<file path="src/common/clock_path_misc_defs.svh">
`ifndef CLOCK_PATH_MISC_DEFS_SVH
`define CLOCK_PATH_MISC_DEFS_SVH

`define OFS_MISC_CTRL 8'h17
`define OFS_TEMP_RB 8'h18
`define OFS_PATH_CFG 8'h19

`define RST_MISC_CTRL 16'h4000
`define RST_TEMP_RB 16'h0000
`define RST_PATH_CFG 16'h0211

`define MISC_TEMP_SENSOR_ENABLE 15
`define MISC_PIN_DRIVE_ENABLE 13
`define MISC_PIN_FUNCTION_SELECT 6
`define MISC_LOGIC_RANGE_HI 5
`define MISC_LOGIC_RANGE_LO 4
`define MISC_SREF3_RANGE_HI 3
`define MISC_SREF3_RANGE_LO 2
`define MISC_SREF2_RANGE_HI 1
`define MISC_SREF2_RANGE_LO 0

`define TEMP_RW_HI 13
`define TEMP_RW_LO 12
`define TEMP_VALUE_HI 11
`define TEMP_VALUE_LO 1
`define TEMP_COUNTER_ENABLE 0

`define PATH_DIV_RESET 6
`define PATH_VALUE_HI 5
`define PATH_VALUE_LO 3
`define PATH_FUNC_HI 2
`define PATH_FUNC_LO 0

`define FUNC_BUFFER 3'h1
`define FUNC_DIVIDER 3'h2
`define FUNC_MULTIPLIER 3'h3
`define MULT_MAX 3'h4
`define SREF_MODE_SYNC 2'h0

`endif

</file>
<file path="src/common/clock_path_misc_pkg.sv">
package clock_path_misc_pkg;
  typedef enum logic [1:0] {
    PATH_RESERVED,
    PATH_BUFFER,
    PATH_DIVIDER,
    PATH_MULTIPLIER
  } path_func_e;
endpackage : clock_path_misc_pkg

</file>
<file path="src/common/main_path_if.sv">
`timescale 1ns/1ps
`default_nettype none
interface main_path_if;
  logic [2:0] func_select;
  logic [2:0] shared_value;
  logic div_reset_bit;
  logic sync_reset_req;
  clock_path_misc_pkg::path_func_e eff_func;
  logic [3:0] div_ratio;
  logic [2:0] mult_factor;
  logic div_reset;

  modport cfg (output func_select, output shared_value, output div_reset_bit, output sync_reset_req,
               input eff_func, input div_ratio, input mult_factor, input div_reset);
  modport dec (input func_select, input shared_value, input div_reset_bit, input sync_reset_req,
               output eff_func, output div_ratio, output mult_factor, output div_reset);
endinterface : main_path_if
`default_nettype wire

</file>
<file path="src/design/clock_path_misc_config.sv">
// Overview of operation
// - sensor reads valid only with both enables
// - pin driver enable: 0 high-z, 1 drive
// - pin select: 0 lock detect, 1 readback
// - three 2-bit delay range fields, code 3 reserved
// - readback bits 11:1, counter enable bit 0
// - sync request in mode 0 with sync enabled resets divider
// - divider reset ignored outside divider mode
// - function select: reserved, buffer, divider, multiplier
// - one shared divide/multiply field, bits 5:3
// - buffer mode ignores shared field
// - divide ratio value plus one; zero buffers
// - multiply factor 1 to 4, else buffer
`timescale 1ns/1ps
`default_nettype none
`include "clock_path_misc_defs.svh"
module clock_path_misc_config #(
  parameter int TEMP_WIDTH = 11
) (
  input wire logic i_ref_clk,
  input wire logic i_reset_n,
  input wire logic [7:0] i_reg_addr,
  input wire logic [15:0] i_reg_wdata,
  input wire logic i_reg_write,
  input wire logic i_reg_read,
  output logic [15:0] o_reg_rdata,
  output logic o_reg_rvalid,
  input wire logic i_lock_detect,
  input wire logic i_readback_bit,
  input wire logic [TEMP_WIDTH-1:0] i_temp_code,
  input wire logic i_sref_sync_pulse,
  input wire logic [1:0] i_sref_request_mode,
  input wire logic i_sync_enable,
  output logic o_temp_sensor_power_enable,
  output logic o_temp_counter_enable,
  output logic o_monitor_pin,
  output logic o_monitor_pin_oe,
  output logic [1:0] o_logic_sref_delay_range,
  output logic [1:0] o_sref3_delay_range,
  output logic [1:0] o_sref2_delay_range,
  output clock_path_misc_pkg::path_func_e o_main_path_function,
  output logic [3:0] o_main_div_ratio,
  output logic [2:0] o_main_multiply_value,
  output logic o_main_div_reset
);
  logic [15:0] misc_ff, nxt_misc;
  logic [1:0] temp_rw_ff, nxt_temp_rw;
  logic temp_counter_enable_ff, nxt_temp_counter_enable;
  logic [TEMP_WIDTH-1:0] temp_value_ff, nxt_temp_value;
  logic [15:0] path_ff, nxt_path;
  logic [15:0] rdata_ff, nxt_rdata;
  logic rvalid_ff, nxt_rvalid;
  logic pin_ff, nxt_pin;
  logic pin_oe_ff, nxt_pin_oe;
  logic [15:0] temp_view;

  main_path_if mp ();

  always_comb begin
    // bits 15:14 read as zero, 13:12 plain storage
    temp_view = {2'h0, temp_rw_ff, temp_value_ff, temp_counter_enable_ff};
    nxt_misc = misc_ff;
    nxt_temp_rw = temp_rw_ff;
    nxt_temp_counter_enable = temp_counter_enable_ff;
    nxt_path = path_ff;
    nxt_temp_value = temp_value_ff;
    if (i_reg_write) begin
      case (i_reg_addr)
        `OFS_MISC_CTRL: begin
          nxt_misc = i_reg_wdata;
        end
        `OFS_TEMP_RB: begin
          nxt_temp_rw = i_reg_wdata[`TEMP_RW_HI:`TEMP_RW_LO];
          nxt_temp_counter_enable = i_reg_wdata[`TEMP_COUNTER_ENABLE];
        end
        `OFS_PATH_CFG: begin
          nxt_path = i_reg_wdata;
        end
        default: begin
          nxt_misc = misc_ff;
        end
      endcase
    end
    // a sample is taken only while sensor and counter both run
    if (misc_ff[`MISC_TEMP_SENSOR_ENABLE] && temp_counter_enable_ff) begin
      nxt_temp_value = i_temp_code;
    end
    nxt_rvalid = i_reg_read;
    nxt_rdata = rdata_ff;
    if (i_reg_read) begin
      case (i_reg_addr)
        `OFS_MISC_CTRL: nxt_rdata = misc_ff;
        `OFS_TEMP_RB: nxt_rdata = temp_view;
        `OFS_PATH_CFG: nxt_rdata = path_ff;
        default: nxt_rdata = 16'h0000;
      endcase
    end
    nxt_pin_oe = misc_ff[`MISC_PIN_DRIVE_ENABLE];
    nxt_pin = misc_ff[`MISC_PIN_FUNCTION_SELECT] ? i_readback_bit : i_lock_detect;
  end

  always_ff @(posedge i_ref_clk or negedge i_reset_n) begin
    if (!i_reset_n) begin
      misc_ff <= `RST_MISC_CTRL;
      temp_rw_ff <= 2'h0;
      temp_counter_enable_ff <= 1'b0;
      temp_value_ff <= '0;
      path_ff <= `RST_PATH_CFG;
      rdata_ff <= 16'h0000;
      rvalid_ff <= 1'b0;
      pin_ff <= 1'b0;
      pin_oe_ff <= 1'b0;
    end else begin
      misc_ff <= nxt_misc;
      temp_rw_ff <= nxt_temp_rw;
      temp_counter_enable_ff <= nxt_temp_counter_enable;
      temp_value_ff <= nxt_temp_value;
      path_ff <= nxt_path;
      rdata_ff <= nxt_rdata;
      rvalid_ff <= nxt_rvalid;
      pin_ff <= nxt_pin;
      pin_oe_ff <= nxt_pin_oe;
    end
  end

  assign mp.func_select = path_ff[`PATH_FUNC_HI:`PATH_FUNC_LO];
  assign mp.shared_value = path_ff[`PATH_VALUE_HI:`PATH_VALUE_LO];
  assign mp.div_reset_bit = path_ff[`PATH_DIV_RESET];
  // sync request only counts in request mode 0 with sync enabled
  assign mp.sync_reset_req = i_sref_sync_pulse && (i_sref_request_mode == `SREF_MODE_SYNC) && i_sync_enable;

  main_path_decode u_decode (
    .i_ref_clk(i_ref_clk),
    .i_reset_n(i_reset_n),
    .mp(mp)
  );

  assign o_reg_rdata = rdata_ff;
  assign o_reg_rvalid = rvalid_ff;
  assign o_temp_sensor_power_enable = misc_ff[`MISC_TEMP_SENSOR_ENABLE];
  assign o_temp_counter_enable = temp_counter_enable_ff;
  assign o_monitor_pin = pin_ff;
  assign o_monitor_pin_oe = pin_oe_ff;
  // code 3 is passed on unchanged; the delay generator treats it as reserved
  assign o_logic_sref_delay_range = misc_ff[`MISC_LOGIC_RANGE_HI:`MISC_LOGIC_RANGE_LO];
  assign o_sref3_delay_range = misc_ff[`MISC_SREF3_RANGE_HI:`MISC_SREF3_RANGE_LO];
  assign o_sref2_delay_range = misc_ff[`MISC_SREF2_RANGE_HI:`MISC_SREF2_RANGE_LO];
  assign o_main_path_function = mp.eff_func;
  assign o_main_div_ratio = mp.div_ratio;
  assign o_main_multiply_value = mp.mult_factor;
  assign o_main_div_reset = mp.div_reset;

  a_temp_update_both: assert property (@(posedge i_ref_clk) disable iff (!i_reset_n)
    (misc_ff[`MISC_TEMP_SENSOR_ENABLE] && temp_counter_enable_ff) |=> temp_value_ff == $past(i_temp_code))
    else $error("temperature not sampled with both enables");
  a_temp_hold_idle: assert property (@(posedge i_ref_clk) disable iff (!i_reset_n)
    !(misc_ff[`MISC_TEMP_SENSOR_ENABLE] && temp_counter_enable_ff) |=> $stable(temp_value_ff))
    else $error("temperature changed while not counting");
  a_pin_drive_follow: assert property (@(posedge i_ref_clk) disable iff (!i_reset_n)
    ##1 o_monitor_pin_oe == $past(misc_ff[`MISC_PIN_DRIVE_ENABLE]))
    else $error("monitor pin enable does not follow its bit");
  a_pin_source_select: assert property (@(posedge i_ref_clk) disable iff (!i_reset_n)
    ##1 o_monitor_pin == ($past(misc_ff[`MISC_PIN_FUNCTION_SELECT]) ? $past(i_readback_bit) : $past(i_lock_detect)))
    else $error("monitor pin source wrong");
  a_range_write_through: assert property (@(posedge i_ref_clk) disable iff (!i_reset_n)
    (i_reg_write && i_reg_addr == `OFS_MISC_CTRL) |=> o_sref2_delay_range == $past(i_reg_wdata[1:0])
    && o_sref3_delay_range == $past(i_reg_wdata[3:2]) && o_logic_sref_delay_range == $past(i_reg_wdata[5:4]))
    else $error("delay range fields misplaced");
  a_readback_layout: assert property (@(posedge i_ref_clk) disable iff (!i_reset_n)
    (i_reg_read && !i_reg_write && i_reg_addr == `OFS_TEMP_RB) |=> o_reg_rvalid
    && o_reg_rdata == {2'h0, $past(temp_rw_ff), $past(temp_value_ff), $past(temp_counter_enable_ff)})
    else $error("temperature register read layout wrong");
  a_sync_div_reset: assert property (@(posedge i_ref_clk) disable iff (!i_reset_n)
    (i_sref_sync_pulse && i_sref_request_mode == 2'h0 && i_sync_enable
    && path_ff[`PATH_FUNC_HI:`PATH_FUNC_LO] == `FUNC_DIVIDER) |=> o_main_div_reset)
    else $error("sync request did not reset divider");
  a_bit_div_reset: assert property (@(posedge i_ref_clk) disable iff (!i_reset_n)
    (path_ff[`PATH_DIV_RESET] && path_ff[`PATH_FUNC_HI:`PATH_FUNC_LO] == `FUNC_DIVIDER) |=> o_main_div_reset)
    else $error("divider reset bit ignored in divider mode");
  a_misc_read_value: assert property (@(posedge i_ref_clk) disable iff (!i_reset_n)
    (i_reg_read && i_reg_addr == `OFS_MISC_CTRL)
    |=> o_reg_rvalid && o_reg_rdata == $past(misc_ff))
    else $error("misc register read wrong");
  a_path_read_value: assert property (@(posedge i_ref_clk) disable iff (!i_reset_n)
    (i_reg_read && i_reg_addr == `OFS_PATH_CFG)
    |=> o_reg_rvalid && o_reg_rdata == $past(path_ff))
    else $error("path config register read wrong");
  a_counter_enable_write: assert property (@(posedge i_ref_clk) disable iff (!i_reset_n)
    (i_reg_write && i_reg_addr == `OFS_TEMP_RB)
    |=> o_temp_counter_enable == $past(i_reg_wdata[`TEMP_COUNTER_ENABLE]))
    else $error("counter enable bit not stored");
  a_power_enable_write: assert property (@(posedge i_ref_clk) disable iff (!i_reset_n)
    (i_reg_write && i_reg_addr == `OFS_MISC_CTRL)
    |=> o_temp_sensor_power_enable == $past(i_reg_wdata[`MISC_TEMP_SENSOR_ENABLE]))
    else $error("sensor power enable bit not stored");
  a_sync_mode_gate: assert property (@(posedge i_ref_clk) disable iff (!i_reset_n)
    (!path_ff[`PATH_DIV_RESET]
    && !(i_sref_sync_pulse && i_sref_request_mode == `SREF_MODE_SYNC && i_sync_enable)) |=> !o_main_div_reset)
    else $error("divider reset without a qualifying request");
  a_reserved_function: assert property (@(posedge i_ref_clk) disable iff (!i_reset_n)
    (path_ff[`PATH_FUNC_HI:`PATH_FUNC_LO] == 3'h0 || path_ff[`PATH_FUNC_HI:`PATH_FUNC_LO] > `FUNC_MULTIPLIER)
    |=> o_main_path_function == clock_path_misc_pkg::PATH_RESERVED)
    else $error("reserved function code not flagged");
  a_range_hold_steady: assert property (@(posedge i_ref_clk) disable iff (!i_reset_n)
    !(i_reg_write && i_reg_addr == `OFS_MISC_CTRL)
    |=> $stable({o_logic_sref_delay_range, o_sref3_delay_range, o_sref2_delay_range}))
    else $error("delay range changed without a write");
  a_div_ratio_output: assert property (@(posedge i_ref_clk) disable iff (!i_reset_n)
    (path_ff[`PATH_FUNC_HI:`PATH_FUNC_LO] == `FUNC_DIVIDER && path_ff[`PATH_VALUE_HI:`PATH_VALUE_LO] != 3'h0)
    |=> o_main_div_ratio == {1'b0, $past(path_ff[`PATH_VALUE_HI:`PATH_VALUE_LO])} + 4'h1)
    else $error("divider ratio output wrong");
  a_mult_factor_output: assert property (@(posedge i_ref_clk) disable iff (!i_reset_n)
    (path_ff[`PATH_FUNC_HI:`PATH_FUNC_LO] == `FUNC_MULTIPLIER && path_ff[`PATH_VALUE_HI:`PATH_VALUE_LO] != 3'h0
    && path_ff[`PATH_VALUE_HI:`PATH_VALUE_LO] <= `MULT_MAX)
    |=> o_main_multiply_value == $past(path_ff[`PATH_VALUE_HI:`PATH_VALUE_LO]))
    else $error("multiply factor output wrong");
  c_divider_max: cover property (@(posedge i_ref_clk) disable iff (!i_reset_n)
    o_main_path_function == clock_path_misc_pkg::PATH_DIVIDER && o_main_div_ratio == 4'h8);
  c_temp_counting: cover property (@(posedge i_ref_clk) disable iff (!i_reset_n)
    misc_ff[`MISC_TEMP_SENSOR_ENABLE] && temp_counter_enable_ff ##1 !temp_counter_enable_ff);
  c_div_reset_pulse: cover property (@(posedge i_ref_clk) disable iff (!i_reset_n)
    !o_main_div_reset ##1 o_main_div_reset ##1 !o_main_div_reset);
  c_pin_readback: cover property (@(posedge i_ref_clk) disable iff (!i_reset_n)
    o_monitor_pin_oe && misc_ff[`MISC_PIN_FUNCTION_SELECT]);
endmodule : clock_path_misc_config
`default_nettype wire

</file>
<file path="src/design/main_path_decode.sv">
`timescale 1ns/1ps
`default_nettype none
`include "clock_path_misc_defs.svh"
module main_path_decode (
  input wire logic i_ref_clk,
  input wire logic i_reset_n,
  main_path_if.dec mp
);
  clock_path_misc_pkg::path_func_e func_ff, nxt_func;
  logic [3:0] ratio_ff, nxt_ratio;
  logic [2:0] factor_ff, nxt_factor;
  logic div_rst_ff, nxt_div_rst;

  always_comb begin
    nxt_func = clock_path_misc_pkg::PATH_RESERVED;
    nxt_ratio = 4'h1;
    nxt_factor = 3'h1;
    case (mp.func_select)
      `FUNC_BUFFER: begin
        nxt_func = clock_path_misc_pkg::PATH_BUFFER;
      end
      `FUNC_DIVIDER: begin
        if (mp.shared_value == 3'h0) begin
          nxt_func = clock_path_misc_pkg::PATH_BUFFER;
        end else begin
          nxt_func = clock_path_misc_pkg::PATH_DIVIDER;
          nxt_ratio = {1'b0, mp.shared_value} + 4'h1;
        end
      end
      `FUNC_MULTIPLIER: begin
        if (mp.shared_value != 3'h0 && mp.shared_value <= `MULT_MAX) begin
          nxt_func = clock_path_misc_pkg::PATH_MULTIPLIER;
          nxt_factor = mp.shared_value;
        end else begin
          nxt_func = clock_path_misc_pkg::PATH_BUFFER;
        end
      end
      default: begin
        nxt_func = clock_path_misc_pkg::PATH_RESERVED;
      end
    endcase
    // reset only reaches the divider when the divider function is chosen
    nxt_div_rst = (mp.func_select == `FUNC_DIVIDER) && (mp.div_reset_bit || mp.sync_reset_req);
  end

  always_ff @(posedge i_ref_clk or negedge i_reset_n) begin
    if (!i_reset_n) begin
      func_ff <= clock_path_misc_pkg::PATH_BUFFER;
      ratio_ff <= 4'h1;
      factor_ff <= 3'h1;
      div_rst_ff <= 1'b0;
    end else begin
      func_ff <= nxt_func;
      ratio_ff <= nxt_ratio;
      factor_ff <= nxt_factor;
      div_rst_ff <= nxt_div_rst;
    end
  end

  assign mp.eff_func = func_ff;
  assign mp.div_ratio = ratio_ff;
  assign mp.mult_factor = factor_ff;
  assign mp.div_reset = div_rst_ff;

  a_div_ratio_value: assert property (@(posedge i_ref_clk) disable iff (!i_reset_n)
    (mp.func_select == `FUNC_DIVIDER && mp.shared_value != 3'h0)
    |=> (func_ff == clock_path_misc_pkg::PATH_DIVIDER && ratio_ff == {1'b0, $past(mp.shared_value)} + 4'h1))
    else $error("divider ratio not value plus one");
  a_div_zero_buffer: assert property (@(posedge i_ref_clk) disable iff (!i_reset_n)
    (mp.func_select == `FUNC_DIVIDER && mp.shared_value == 3'h0) |=> func_ff == clock_path_misc_pkg::PATH_BUFFER)
    else $error("divider value zero did not fall back to buffer");
  a_mult_range_check: assert property (@(posedge i_ref_clk) disable iff (!i_reset_n)
    (mp.func_select == `FUNC_MULTIPLIER) |=>
    ((func_ff == clock_path_misc_pkg::PATH_MULTIPLIER) == ($past(mp.shared_value) inside {[3'h1:3'h4]})))
    else $error("multiplier range decode wrong");
  a_buffer_ignores_value: assert property (@(posedge i_ref_clk) disable iff (!i_reset_n)
    (mp.func_select == `FUNC_BUFFER) |=> (func_ff == clock_path_misc_pkg::PATH_BUFFER && ratio_ff == 4'h1
    && factor_ff == 3'h1))
    else $error("buffer mode used the shared value");
  a_div_reset_gate: assert property (@(posedge i_ref_clk) disable iff (!i_reset_n)
    (mp.func_select != `FUNC_DIVIDER) |=> !div_rst_ff)
    else $error("divider reset outside divider mode");
  c_mult_mode: cover property (@(posedge i_ref_clk) disable iff (!i_reset_n)
    func_ff == clock_path_misc_pkg::PATH_MULTIPLIER && factor_ff == 3'h4);
endmodule : main_path_decode
`default_nettype wire

</file>
<file path="config.mk">
export PLATFORM = sky130hd
export DESIGN_NAME = clock_path_misc_config
export DESIGN_NICKNAME = d
export VERILOG_FILES = /design/src/common/clock_path_misc_pkg.sv /design/src/common/main_path_if.sv /design/src/design/clock_path_misc_config.sv /design/src/design/main_path_decode.sv
export VERILOG_INCLUDE_DIRS = /design/src /design/src/common
export SDC_FILE = /design/constraint.sdc
export NUM_CORES = 1
export LEC_CHECK = 0
export BUFFER_PORTS_ARGS = -buffer_cell sky130_fd_sc_hd__buf_2
export CORE_ASPECT_RATIO = 1.25
export CORE_MARGIN = 5
export CORE_UTILIZATION = 52
export DETAILED_ROUTE_END_ITERATION = 8
export PLACE_DENSITY = 0.81
export SKIP_CTS_REPAIR_TIMING = 1
export SLEW_MARGIN = 10
export SYNTH_ARGS = -nofsm -noshare
export SYNTH_HDL_FRONTEND = slang
export SYNTH_SLANG_ARGS = --single-unit
</file>
<file path="constraint.sdc">
create_clock -name i_ref_clk -period 2.1 [get_ports i_ref_clk]
set_clock_uncertainty 0.2 [all_clocks]
set_input_delay 0.42 -clock i_ref_clk [delete_from_list [all_inputs] [get_ports i_ref_clk]]
set_output_delay 0.42 -clock i_ref_clk [all_outputs]
set_load 0.05 [all_outputs]
</file>
==> metrics.csv <==
metric,value,unit
top_layer,met4,
critPathMaxStageDelay,550,ps
ir_worst_vdd,0.000461,V
crit_buf_inv,1,
yosysTopAreaCellShare,53.2,%
grt_first_pass_wirelength,11.4,mm
drt-total-wl,7.03,mm
ctsRootBufferMaster,clkbuf_8,
crit_end,u_decode.mp.div_ratio[3],
antenna_found_initial,0,
max_slew_margin,46.8,%
dieArea,7830,um2
start_util,52.6,%
drt_iter0_drc,107,
async_flop_share,100,%
rsz0062_at_grt,no,
max-cap-violations,0,
drive_gt1_share,44.6,%
grt_pass1_vias,2331,
rows,32,
required,2170,ps
yosys_warnings,0,
fin_setup_tns,0,ps
finalPower,2870,uW
nets,376,
cp.arrival,2030,ps
synth_edf_count,0,
viasPerCell,5.35,
p_leak,0.00196,uW
r2r-end,u_decode.mp.div_ratio[3],
clk_pin_slew,80,ps
cts_tree,built,
slowest_stage,dfstp_2,
clk_latency,350,ps
antenna_left,0,
die_h,97.7,um
startpoint_type,flip-flop,
met2WireLength,3.67,mm
critical_path.most_common_cell,ha_1,
die_w,80.2,um
cts_sinks,75,
final_max_slew_viol_count,0,
clock_path_buffers,2,
pin_count,82,
synth-seq-area-share,58.9,%
core,6090,um2
synth_seq_cells,75,
cp-end-kind,flip-flop,
cp_cell_sequence,"inv_1, ha_1, ha_1, nor4b_2, nand2_1, nor3_1",
numPortBuffers,81,
synth_cell_types,34,
synth_area_leaders,"dfrtp_1 (53%), mux2_2 (9.5%), mux2_1 (7.0%)",
wl_per_cell,16.9,um
status,finished clean,
syn_to_final_growth,23.6,%
synth_flop_cell,dfrtp_1,
grt-ovfl-total,0,
crit_type,flip-flop to flip-flop,
syn-num-nets,285,
critical_path_depth,6,
tightest_slew,795,ps
grt_max_degree,45,
wl_met3,371,um
grt_use_total,19.0,%
critPathMaxFanout,3,
ctsHtreeMaxLevel,3,
cp_top_family,simple AND/OR/NAND/NOR gates,
fmax,509,MHz
drt_first_pass_iters,5,
netlist_instances,236,
gp_congestion,0.804,
netlist_area,3200,um2
antennaDiodeCount,0,
reg2reg_depth,6,
cts_made_buffers,9,
m1WireLength,2.87,mm
final_hold_viol_count,0,
avgSynthCellArea,13.6,um2
power_density,725,nW/um2
fin_crit,1960,ps
drc_errors,0,
yosysTopAreaCell,dfrtp_1,
dr_total_vias,2233,
finalSetupViolations,0,
dp_hpwl,5.16,mm
startpoint,path_ff[4],
reg2reg_from,path_ff[4],
finalCritPeriodShare,93.5,%
hold_path.class,input port to flip-flop,
rrSetupSlack,140,ps
-- metrics by stage --
stage	util (%)	instance area [um2]	hold slack, ps	cells	setup slack [ps]
2_1_floorplan	-	3200	-75.6	236	104
3_3_place_gp	61.5	3740	183	400	75.4
3_5_place_dp	61.5	3740	182	400	43.9
4_1_cts	64.7	3940	-198	416	13.8
5_1_grt	65.0	3950	76.9	417	20.3
6_report	65.0	3950	96.7	417	137
-- per-layer routing --
layer,vias to the layer above,global-route usage (%)
met3,7,5.47
li1,1039,-
met2,68,31.4
met1,1119,22.9
met5,-,0
met4,0,7.41
-- flip-flops by register name, summed over array words and instances (netlist names) --
signal                   flops
o_reg_rdata                 16
o_temp_counter_enable        1
u_decode.mp.div_reset        1
u_decode.mp.eff_func         2
temp_value_ff               11
misc_ff                     16
path_ff                     16
temp_rw_ff                   2
u_decode.mp.mult_factor      3
o_monitor_pin_oe             1
o_monitor_pin                1
o_reg_rvalid                 1
u_decode.mp.div_ratio        4
-- cells in the final DEF, fill, tap and decap left out, drive strengths merged --
cell type,n
buf,96
dfrtp,68
mux2,47
inv,16
a22oi,16
o221ai,14
clkbuf,12
nand2b,10
dfstp,7
nand4,6
nor2,4
ha,4
nand2,3
nor4b,3
and2,2
a21oi,2
nor3,2
and4,2
o22ai,2
clkinvlp,2
xor2,1
nor4,1
nor2b,1
a31oi,1
and3,1
nor3b,1
and3b,1
o2111ai,1
and4b,1
o211ai,1
nand3,1
bufinv,1
clkinv,1
dlygate4sd3,1
-- worst min-delay path by stage --
stage | from | end | slack [ps] | cells after the start
2_1_floorplan | i_reset_n | misc_ff[0] | -80 | 0
3_3_place_gp | i_reset_n | o_reg_rdata[15] | 180 | 1
3_5_place_dp | i_reset_n | o_reg_rdata[14] | 180 | 1
4_1_cts | i_reset_n | misc_ff[7] | -200 | 1
5_1_grt | i_readback_bit | o_monitor_pin | 80 | 2
6_report | i_lock_detect | o_monitor_pin | 100 | 2
-- area by class of cell --
class	count	area [um2]
inverters	16	60.1
multi-input cells	128	1150
clock inverters	4	50.0
well taps	85	106
repair buffers	97	556
fillers	502	2130
clock buffers	12	145
flip-flops and latches	75	1890
-- cells in the mapped netlist (6+ instances only) --
cell,instances
inv_1,16
o221ai_1,14
mux2_1,20
dfstp_2,7
a22oi_1,16
clkbuf_1,7
nand2b_1,10
buf_4,8
dfrtp_1,68
nand4_1,6
mux2_2,27
-- power breakdown --
part           switching (uW)  internal, uW  total, uW
clock                     508           580       1090
sequential               32.8          1500       1530
combinational             149          99.0        248
-- kinds of logic (layout without fill, tap and decap cells) --
| group | Yosys count | in the layout | synth area share (%) |
|---|---|---|---|
| AO/OA/AOI/OAI | 37 | 37 | 9.00 |
| adder cells (fa/ha/maj) | 4 | 4 | 1.56 |
| multiplexers | 47 | 47 | 16.5 |
| XOR/XNOR | 1 | 1 | 0.274 |
| buffers and inverters | 33 | 129 | 5.28 |
| AND/OR/NAND/NOR | 39 | 39 | 8.41 |
| flip-flops | 75 | 75 | 58.9 |
Power figures use the tool's default switching activity.
